### config.mk
export PLATFORM = sky130hd
export DESIGN_NAME = tpg_control
export DESIGN_NICKNAME = d
export VERILOG_FILES = /design/src/tpg_pkg.sv /design/src/tpg_control.sv /design/src/tpg_sync_edge.sv
export SDC_FILE = /design/constraint.sdc
export NUM_CORES = 1
export LEC_CHECK = 0
export ABC_AREA = 1
export BUFFER_PORTS_ARGS = -buffer_cell sky130_fd_sc_hd__buf_4
export CORE_MARGIN = 4
export CORE_UTILIZATION = 51
export DETAILED_ROUTE_END_ITERATION = 8
export PLACE_DENSITY = 0.84
export SLEW_MARGIN = 15
export SYNTH_ARGS = -nofsm -noshare
export SYNTH_HDL_FRONTEND = slang
export SYNTH_SLANG_ARGS = --single-unit
### constraint.sdc
create_clock -name clock -period 1.4 [get_ports clock]
set_input_delay 0.21 -clock clock [delete_from_list [all_inputs] [get_ports clock]]
set_output_delay 0.21 -clock clock [all_outputs]
set_load 0.01 [all_outputs]
### src/tpg_pkg.sv
/*
  Package for the two-pin general-purpose control block: register offsets,
  field positions, reset values and widths shared by the design files.
  Assumes a 32-bit register port with separate configuration and memory spaces.
*/
`default_nettype none
package tpg_pkg;
  // Address width and spaces of the register port
  localparam int ADDR_W = 12;
  localparam logic CFG_SPACE = 1'h0;
  localparam logic MEM_SPACE = 1'h1;

  // Configuration space offset of the pin control register
  localparam logic [ADDR_W-1:0] AUX_PIN_CONTROL_OFF = 12'h0FC;

  // Memory space offsets of the interrupt event and mask pairs
  localparam logic [ADDR_W-1:0] IRQ_EVENT_SET_OFF = 12'h080;
  localparam logic [ADDR_W-1:0] IRQ_EVENT_CLEAR_OFF = 12'h084;
  localparam logic [ADDR_W-1:0] IRQ_MASK_SET_OFF = 12'h088;
  localparam logic [ADDR_W-1:0] IRQ_MASK_CLEAR_OFF = 12'h08C;

  // Field positions in the pin control register
  localparam int PIN_B_EVENT_ENABLE_BIT = 31;
  localparam int PIN_B_POLARITY_INVERT_BIT = 29;
  localparam int PIN_B_OUTPUT_ENABLE_BIT = 28;
  localparam int PIN_B_VALUE_BIT = 24;
  localparam int PIN_A_EVENT_ENABLE_BIT = 23;
  localparam int PIN_A_POLARITY_INVERT_BIT = 21;
  localparam int PIN_A_OUTPUT_ENABLE_BIT = 20;
  localparam int PIN_A_VALUE_BIT = 16;

  // Bits of the pin control register that software can store
  localparam logic [31:0] AUX_PIN_CONTROL_WMASK = 32'hB1B10000;
  localparam logic [31:0] AUX_PIN_CONTROL_RESET = 32'h00000000;

  // Bit of the general-purpose pin event in the event and mask registers
  localparam int GP_EVENT_BIT = 12;
  localparam logic [31:0] IRQ_EVENT_RESET = 32'h00000000;
  localparam logic [31:0] IRQ_MASK_RESET = 32'h00000000;

  // Synchroniser depth ahead of the edge detector
  localparam int SYNC_STAGES = 2;
endpackage : tpg_pkg
`default_nettype wire

### src/tpg_control.sv
/*
  Two-pin general-purpose control: pin control register, pin drivers,
  input readback, level-change events and the interrupt event and mask pair.
  Assumes single-cycle read and write strobes from the host side on clock.
  Assumes pin inputs are asynchronous; they are synchronised before any use.
  Read answers come one cycle after the strobe; no wait states are inserted.
*/
`default_nettype none
module tpg_control (
  // Clock and reset
  input wire logic clock,
  input wire logic resetn,
  // Register port
  input wire logic regSpace,
  input wire logic [tpg_pkg::ADDR_W-1:0] regAddr,
  input wire logic regWrite,
  input wire logic regRead,
  input wire logic [31:0] regWdata,
  output logic [31:0] regRdata,
  output logic regRvalid,
  // Pins: index 0 is aux_pin_a, index 1 is aux_pin_b
  input wire logic [1:0] auxPinIn,
  output logic [1:0] auxPinOut,
  output logic [1:0] auxPinOe,
  // Interrupt request toward the host
  output logic irqRequest
);
  logic [31:0] auxPinControl;
  logic [31:0] irqEvent;
  logic [31:0] irqMask;
  logic [31:0] next_auxPinControl;
  logic [31:0] next_irqEvent;
  logic [31:0] next_irqMask;
  logic [31:0] next_regRdata;
  logic next_regRvalid;
  logic [1:0] next_auxPinOut;
  logic [1:0] next_auxPinOe;
  logic next_irqRequest;
  logic [1:0] pinLevel;
  logic [1:0] pinChange;
  logic [1:0] invert;
  logic [1:0] driveValue;
  logic [1:0] outEnable;
  logic [1:0] eventEnable;
  logic gpEvent;
  logic [31:0] gpEventVec;
  logic selControl;
  logic selEventSet;
  logic selEventClear;
  logic selMaskSet;
  logic selMaskClear;

  // Address match within one space
  function automatic logic hit(input logic space, input logic [tpg_pkg::ADDR_W-1:0] addr,
                               input logic wantSpace, input logic [tpg_pkg::ADDR_W-1:0] off);
    hit = (space == wantSpace) && (addr == off);
  endfunction

  // Address decode, shared by the write and read paths
  assign selControl = hit(regSpace, regAddr, tpg_pkg::CFG_SPACE, tpg_pkg::AUX_PIN_CONTROL_OFF);
  assign selEventSet = hit(regSpace, regAddr, tpg_pkg::MEM_SPACE, tpg_pkg::IRQ_EVENT_SET_OFF);
  assign selEventClear = hit(regSpace, regAddr, tpg_pkg::MEM_SPACE, tpg_pkg::IRQ_EVENT_CLEAR_OFF);
  assign selMaskSet = hit(regSpace, regAddr, tpg_pkg::MEM_SPACE, tpg_pkg::IRQ_MASK_SET_OFF);
  assign selMaskClear = hit(regSpace, regAddr, tpg_pkg::MEM_SPACE, tpg_pkg::IRQ_MASK_CLEAR_OFF);

  // Input synchroniser and level-change detector
  tpg_sync_edge #(
    .WIDTH(2)
  ) u_sync (
    .clock(clock),
    .resetn(resetn),
    .pinRaw(auxPinIn),
    .pinLevel(pinLevel),
    .pinChange(pinChange)
  );

  // Field extraction from the pin control register
  assign invert = {auxPinControl[tpg_pkg::PIN_B_POLARITY_INVERT_BIT],
                   auxPinControl[tpg_pkg::PIN_A_POLARITY_INVERT_BIT]};
  assign driveValue = {auxPinControl[tpg_pkg::PIN_B_VALUE_BIT],
                       auxPinControl[tpg_pkg::PIN_A_VALUE_BIT]};
  assign outEnable = {auxPinControl[tpg_pkg::PIN_B_OUTPUT_ENABLE_BIT],
                      auxPinControl[tpg_pkg::PIN_A_OUTPUT_ENABLE_BIT]};
  assign eventEnable = {auxPinControl[tpg_pkg::PIN_B_EVENT_ENABLE_BIT],
                        auxPinControl[tpg_pkg::PIN_A_EVENT_ENABLE_BIT]};

  // General event from either enabled pin
  assign gpEvent = |(pinChange & eventEnable);
  assign gpEventVec = {31'h00000000, gpEvent} << tpg_pkg::GP_EVENT_BIT;

  // Pin control register next value; only documented bits store
  always_comb begin
    next_auxPinControl = auxPinControl;
    if (regWrite && selControl) begin
      // Reserved positions are masked off before they reach a flop
      next_auxPinControl = regWdata & tpg_pkg::AUX_PIN_CONTROL_WMASK;
    end
  end

  // Pin control register
  always_ff @(posedge clock or negedge resetn) begin
    if (!resetn) begin
      auxPinControl <= tpg_pkg::AUX_PIN_CONTROL_RESET;
    end else begin
      auxPinControl <= next_auxPinControl;
    end
  end

  // Event and mask set/clear pairs; hardware set wins over a clear
  always_comb begin
    next_irqEvent = irqEvent;
    next_irqMask = irqMask;
    if (regWrite && selEventSet) begin
      next_irqEvent = irqEvent | regWdata;
    end
    if (regWrite && selEventClear) begin
      next_irqEvent = irqEvent & ~regWdata;
    end
    if (regWrite && selMaskSet) begin
      next_irqMask = irqMask | regWdata;
    end
    if (regWrite && selMaskClear) begin
      next_irqMask = irqMask & ~regWdata;
    end
    // A level change in the clearing cycle must not be lost
    next_irqEvent = next_irqEvent | gpEventVec;
  end

  // Event and mask registers
  always_ff @(posedge clock or negedge resetn) begin
    if (!resetn) begin
      irqEvent <= tpg_pkg::IRQ_EVENT_RESET;
      irqMask <= tpg_pkg::IRQ_MASK_RESET;
    end else begin
      irqEvent <= next_irqEvent;
      irqMask <= next_irqMask;
    end
  end

  // Pin drivers; a disabled pin also carries zero toward the pad
  always_comb begin
    next_auxPinOut = (driveValue ^ invert) & outEnable;
    next_auxPinOe = outEnable;
  end

  // Pin driver registers, so the pads see flop outputs only
  always_ff @(posedge clock or negedge resetn) begin
    if (!resetn) begin
      auxPinOut <= 2'h0;
      auxPinOe <= 2'h0;
    end else begin
      auxPinOut <= next_auxPinOut;
      auxPinOe <= next_auxPinOe;
    end
  end

  // Request only for events that software has unmasked
  always_comb begin
    next_irqRequest = |(irqEvent & irqMask);
  end

  // Request register; one cycle behind the event register
  always_ff @(posedge clock or negedge resetn) begin
    if (!resetn) begin
      irqRequest <= 1'h0;
    end else begin
      irqRequest <= next_irqRequest;
    end
  end

  // Read data; pin value bits show the live, polarity-corrected input
  always_comb begin
    next_regRdata = 32'h00000000;
    next_regRvalid = regRead;
    if (regRead) begin
      // Unmapped addresses fall through and answer zero
      if (selControl) begin
        next_regRdata = auxPinControl & tpg_pkg::AUX_PIN_CONTROL_WMASK;
        next_regRdata[tpg_pkg::PIN_B_VALUE_BIT] = pinLevel[1] ^ invert[1];
        next_regRdata[tpg_pkg::PIN_A_VALUE_BIT] = pinLevel[0] ^ invert[0];
      end else if (selEventSet) begin
        next_regRdata = irqEvent;
      end else if (selEventClear) begin
        next_regRdata = irqEvent & irqMask;
      end else if (selMaskSet || selMaskClear) begin
        next_regRdata = irqMask;
      end
    end
  end

  // Read answer registers; data fall back to zero when idle
  always_ff @(posedge clock or negedge resetn) begin
    if (!resetn) begin
      regRdata <= 32'h00000000;
      regRvalid <= 1'h0;
    end else begin
      regRdata <= next_regRdata;
      regRvalid <= next_regRvalid;
    end
  end
endmodule : tpg_control
`default_nettype wire

### src/tpg_sync_edge.sv
/*
  Pin input synchroniser with level-change detector, one lane per pin.
  Assumes asynchronous pin levels and a single system clock.
*/
`default_nettype none
module tpg_sync_edge #(
  parameter int WIDTH = 2
) (
  // Clock and reset
  input wire logic clock,
  input wire logic resetn,
  // Raw pins and conditioned results
  input wire logic [WIDTH-1:0] pinRaw,
  output logic [WIDTH-1:0] pinLevel,
  output logic [WIDTH-1:0] pinChange
);
  logic [WIDTH-1:0] meta;
  logic [WIDTH-1:0] stable;
  logic [WIDTH-1:0] last;
  logic [WIDTH-1:0] next_meta;
  logic [WIDTH-1:0] next_stable;
  logic [WIDTH-1:0] next_last;

  // Next values of the two sync stages and the history stage
  always_comb begin
    next_meta = pinRaw;
    next_stable = meta;
    next_last = stable;
  end

  // Registers; the first stage feeds only the second
  always_ff @(posedge clock or negedge resetn) begin
    if (!resetn) begin
      meta <= '0;
      stable <= '0;
      last <= '0;
    end else begin
      meta <= next_meta;
      stable <= next_stable;
      last <= next_last;
    end
  end

  // One pulse per level change after synchronisation
  assign pinLevel = stable;
  assign pinChange = stable ^ last;
endmodule : tpg_sync_edge
`default_nettype wire

# Word-level counts from Yosys, hierarchy flattened
# Index checks and enable logic that the tools add are counted.
# word_totals
regBits,116
ram_bits,0
mem_bits_ro,0
elab_cells,53
output_inout_bits,38
in_bits,51
n_memories,0
latch_bits,0
# op_classes
reduce_logical,14
n_eq_ne,5
n_addsub,0
n_mux,9
n_mul,0
div_mod_pow,0
bitwise,14
order_cmp,0
shift,0
# ops
operator,n
two-way mux 32 bit,9
AND 32 bit,3
OR 32 bit,2
== test 12 x 8 -> 1 bit (second input constant),5
inverter 32 bit,1
OR 32 x 13 -> 32 bit,1
OR reduction 32 bit,1
logical AND 1 bit,10
AND 2 bit,2
XOR 2 bit,2
nonzero test 2 bit,1
OR reduction 2 bit,1
XOR 1 bit,2
logical OR 1 bit,1
inverter 1 bit,1

# Depth between registers and ports, before layout
# depth
depth_word,8
depth_mapped,10
mapped_depth_nobuf,9

# Hierarchy
# Synthesis repeated with hierarchy kept, for this count alone.
# hier_totals
hier_cells,760
area_unflattened_um2,5610.4
# by_module_without_submodules
mod,seq_area_each_um2,area_each_um2,n_inst,cells_per_inst
tpg_control,2752.6,5422.7,1,744
tpg_sync_edge,150.1,187.7,1,16

# Least setup slack after synthesis
# OpenSTA, ideal clock, no wires.
# synth_timing
path_type,input -> register
from,input port regAddr[2] (netlist name)
to,register regRdata[12]
path_buffers,2
t_required_ns,1.283
stages,8
slack_ns,0.147
arrival_time_ns,1.136
setup_ns,0.117
cell_sequence,buf_4 -> nor3_1 -> nand2_1 -> clkinv_1 -> buf_4 -> nand2_1 -> nand2_1 -> nor2_1
# synth_between
elab_chain_len,8
elab_cells_between_ends,16
cone_classes,5 x eq/ne; 5 x mux; 6 x reduce/logical
# synth_rtl
item,line_no,text
from (decl),tpg_control.sv:15,"input wire logic [tpg_pkg::ADDR_W-1:0] regAddr,"
== test 12 x 8 -> 1 bit,tpg_control.sv:56,hit = (space == wantSpace) && (addr == off);
logical AND 1 bit,tpg_control.sv:56,
logical OR 1 bit,tpg_control.sv:185,end else if (selMaskSet || selMaskClear) begin
two-way mux 32 bit,tpg_control.sv:185,
two-way mux 32 bit,tpg_control.sv:183,end else if (selEventClear) begin
two-way mux 32 bit,tpg_control.sv:181,end else if (selEventSet) begin
two-way mux 32 bit *,tpg_control.sv:177,if (selControl) begin
two-way mux 32 bit *,tpg_control.sv:175,if (regRead) begin
net next_regRdata[12],tpg_control.sv:34,logic [31:0] next_regRdata;
to (signal assigned),tpg_control.sv:197,regRdata <= next_regRdata;
to (decl),tpg_control.sv:19,"output logic [31:0] regRdata,"
# The timed path passes the listed nets; every way through them passes the cells marked *.
# A chain may end at the register's enable or synchronous reset.

==> run_results.csv <==
group,metric,value,unit
sta,timing.hold.ws,0.0693,ns
grt,grt_antenna_before_repair,0,
final_layout,stdcell_area,7760,um2
yosys,synth_ff_type,"sky130_fd_sc_hd__dfrtp_1",
sta,worst_slew_margin_rel,57.5,%
grt,grt_pass1_wl,27.5,mm
placement,placedInstanceArea,6930,um2
critical_path,path_delay_family,"simple AND/OR/NAND/NOR gates",
die,core,11100,um2
worst_hold_path,hold_path.class,"input port to flop",
clocking,clk-insertion-delay-late,0.41,ns
clocking,cts_sinks,116,
critical_path,r2r-end,"irqRequest",
yosys,synthesized_area_divided_by_synthesized_cell_count,7.68,um2
grt,grt_usage,26.4,%
final_layout,diodes,0,
status,status,"finished with violations",
critical_path,worst_path_largest_cell_delay,0.33,ns
clocking,clock_tree.root_cell,"sky130_fd_sc_hd__clkbuf_16",
yosys,synth.cells.most_frequent,"164 x sky130_fd_sc_hd__nand2_1, 116 x sky130_fd_sc_hd__dfrtp_1, 107 x sky130_fd_sc_hd__nor2_1",
sta,timing.final.ws_setup,-0.0197,ns
final_layout,drive_gt1_share,22.6,%
sta,min_period_over_period,101,%
critical_path,worstSetupPathDepth,10,
critical_path,ff2ff_path_depth,4,
routing,first_pass_iters,6,
die,ios,89,
sta,final_max_slew_viol_count,0,
clocking,tritoncts,"yes",
yosys,synth.top_cell.area_share,49.2,%
final_layout,fin_util,70.1,%
yosys,number_of_flops_mapped_to_enable_cells_by_yosys,0,
die,fp.dieArea,13300,um2
final_layout,synthToLayoutAreaGrowth,31.7,%
critical_path,crit_required,1.69,ns
yosys,ys_warns,0,
critical_path,cp_max_fo,6,
status,violations,"setup timing",
clocking,cts-htree-levels,4,
placement,portBuffers,88,
placement,post-dp-hpwl,11.4,mm
grt,maximum_number_of_pins_on_one_net_before_global_route_repair,32,
yosys,synth_top_cells_by_area,"sky130_fd_sc_hd__dfrtp_1 49%, sky130_fd_sc_hd__nand2_1 10%, sky130_fd_sc_hd__nand3_1 7.6%, sky130_fd_sc_hd__nor2_1 6.8%, sky130_fd_sc_hd__inv_1 5.8%",
die,die_height,116,um
yosys,synth_nets,819,
yosys,asr_flop_ratio_synth,100,%
die,die_width,116,um
die,initial_utilization,53.2,%
critical_path,setup.worst_path.class,"input port to flop",
sta,timing_hold_violations_final,0,
sta,worst_clock_skew,0.00687,ns
critical_path,timing.critical_path.from_type,"input port",
critical_path,critPathCaptureType,"flop",
grt,overflow,0,
yosys,syn-cell-area,5900,um2
sta,grt_setup_unrepaired,"true",
routing,detail_route.iter0.violations,702,
sta,tightest_slew,0.637,ns
critical_path,worst_path_max_delay_cell,"sky130_fd_sc_hd__nor2_4",
routing,viasPerCell,5.74,
yosys,synth-seq-cells,116,
routing,route.antenna.remaining_nets,0,
critical_path,critical_path_buf_inv_count,3,
power_and_ir_drop,power.density,994,nW/um2
clocking,cts_made_buffers,17,
critical_path,worstSetupStartpoint,"regAddr[5]",
yosys,synth_seq_area_share,49.2,%
power_and_ir_drop,ir_worst_vdd,1.04,mV
routing,via_count,6011,
critical_path,startpoint_of_the_most_critical_register_to_register_path,"irqEvent[16]",
sta,timing.fmax,704,MHz
yosys,yosys.cell_types.count,22,
critical_path,crit_chain,"buf_4 -> nor2_1 -> nand2_1 -> nor2_4 -> buf_6 -> nand2_4 -> nor2_4 -> buf_6 -> nand3_1 -> o21a_1",
yosys,synth_cells,768,
routing,drt-total-wl,18.3,mm
yosys,synthMostInstantiatedCell,"sky130_fd_sc_hd__nand2_1",
sta,timing.final.crit_period,1.42,ns
grt,grt_pass1_vias,5795,
routing,wl_per_cell,17.4,um
placement,dpl_worst_slack,-0.438,ns
final_layout,layout.nets,950,
yosys,synth.largest_area_cell,"sky130_fd_sc_hd__dfrtp_1",
clocking,cts_clk_pin_slew_worst_paths,0.05,ns
die,placement_rows,38,
power_and_ir_drop,power.leakage,4.11,nW
routing,drc,0,
job,timing.max_cap.violations,0,
critical_path,worst_ep_arrival_time,1.71,ns
clocking,ctsLongestPathBuffers,2,
critical_path,reg2reg_setup_slack,0.16,ns
sta,final-setup-viol-count,2,
placement,gp_congestion,0.901,
## cell families after synthesis
family | share of synthesized area, %
compound gates | 9.04
xor+xnor | 0.297
buf+inv | 10.1
flops | 49.2
simple gates | 31.3
## metal layers
layer,GRT usage [%],vias up,routed length [um]
met3,6.95,82,2090
met4,11.7,0,713
li1,-,2713,-
met5,0,-,0
met2,43.1,435,8770
met1,33.1,2781,6710
## repair_timing
action | CTS | global route
buffers inserted | 0 | 9
endpoints found under the setup margin | 0 | 51
hold buffers | 3 | 0
endpoints found under the hold margin | 27 | 0
gates resized for setup | 0 | 29
## area by class of cell
class,instances,area (um2)
Timing Repair Buffer,151,1300
Tap cell,140,175
Fill cell,781,3310
Clock buffer,22,494
Clock inverter,6,30.0
Sequential cell,116,2900
Multi-Input combinational cell,518,2500
Inverter,95,357
## report_power, final
group | switching (W) | total, W | internal (W)
combinational | 0.000302 | 0.000490 | 0.000187
clock | 0.00141 | 0.00384 | 0.00243
sequential | 0.0000123 | 0.00339 | 0.00338
total | 0.00172 | 0.00772 | 0.00599
## stage by stage
stage / total power (W) / instances / setup TNS (ns)
after global placement: 0.00389 / 1003 / -24.41
after global routing: 0.00795 / 1048 / -0.591
after floorplan: 0.00358 / 768 / 0
after detailed placement: 0.00390 / 1003 / -28.34
final: 0.00772 / 1048 / -0.0247
after CTS: 0.00772 / 1034 / 0
## worst min-delay path by stage
stage,start,to,slack (ns),cells past startpoint
2_1_floorplan,resetn,async pin,-0.09,0
3_3_place_gp,resetn,regRdata[31],0.19,1
3_5_place_dp,resetn,regRdata[31],0.20,1
4_1_cts,regWdata[10],irqEvent[10],0.06,3
5_1_grt,regWdata[11],irqEvent[11],0.06,3
6_report,regWdata[31],irqEvent[31],0.07,3
## tightest hold or removal path: stages
cell and delay (ns):
sky130_fd_sc_hd__buf_4 0.09, sky130_fd_sc_hd__a21oi_1 0.06, sky130_fd_sc_hd__nor2_1 0.07
## cells in the final DEF (no fill, tap or decap), types with 2 or more instances in the layout
cell                              n
sky130_fd_sc_hd__inv_2            2
sky130_fd_sc_hd__nand3_1         79
sky130_fd_sc_hd__inv_1           91
sky130_fd_sc_hd__o21ai_0         18
sky130_fd_sc_hd__nand2_2          5
sky130_fd_sc_hd__nand3_2         10
sky130_fd_sc_hd__a21oi_1         39
sky130_fd_sc_hd__nand2_1        162
sky130_fd_sc_hd__dfrtp_1        116
sky130_fd_sc_hd__nor2_1         105
sky130_fd_sc_hd__buf_4          131
sky130_fd_sc_hd__clkinv_1         2
sky130_fd_sc_hd__dlygate4sd3_1    3
sky130_fd_sc_hd__clkbuf_8         5
sky130_fd_sc_hd__buf_6            6
sky130_fd_sc_hd__nand4_1         20
sky130_fd_sc_hd__nor3_1          33
sky130_fd_sc_hd__o21a_1          32
sky130_fd_sc_hd__nor2_4           8
sky130_fd_sc_hd__xor2_1           2
sky130_fd_sc_hd__clkbuf_16       20
sky130_fd_sc_hd__buf_12           7
sky130_fd_sc_hd__clkinv_2         6
Note: power is estimated with default switching activity, not from simulation.
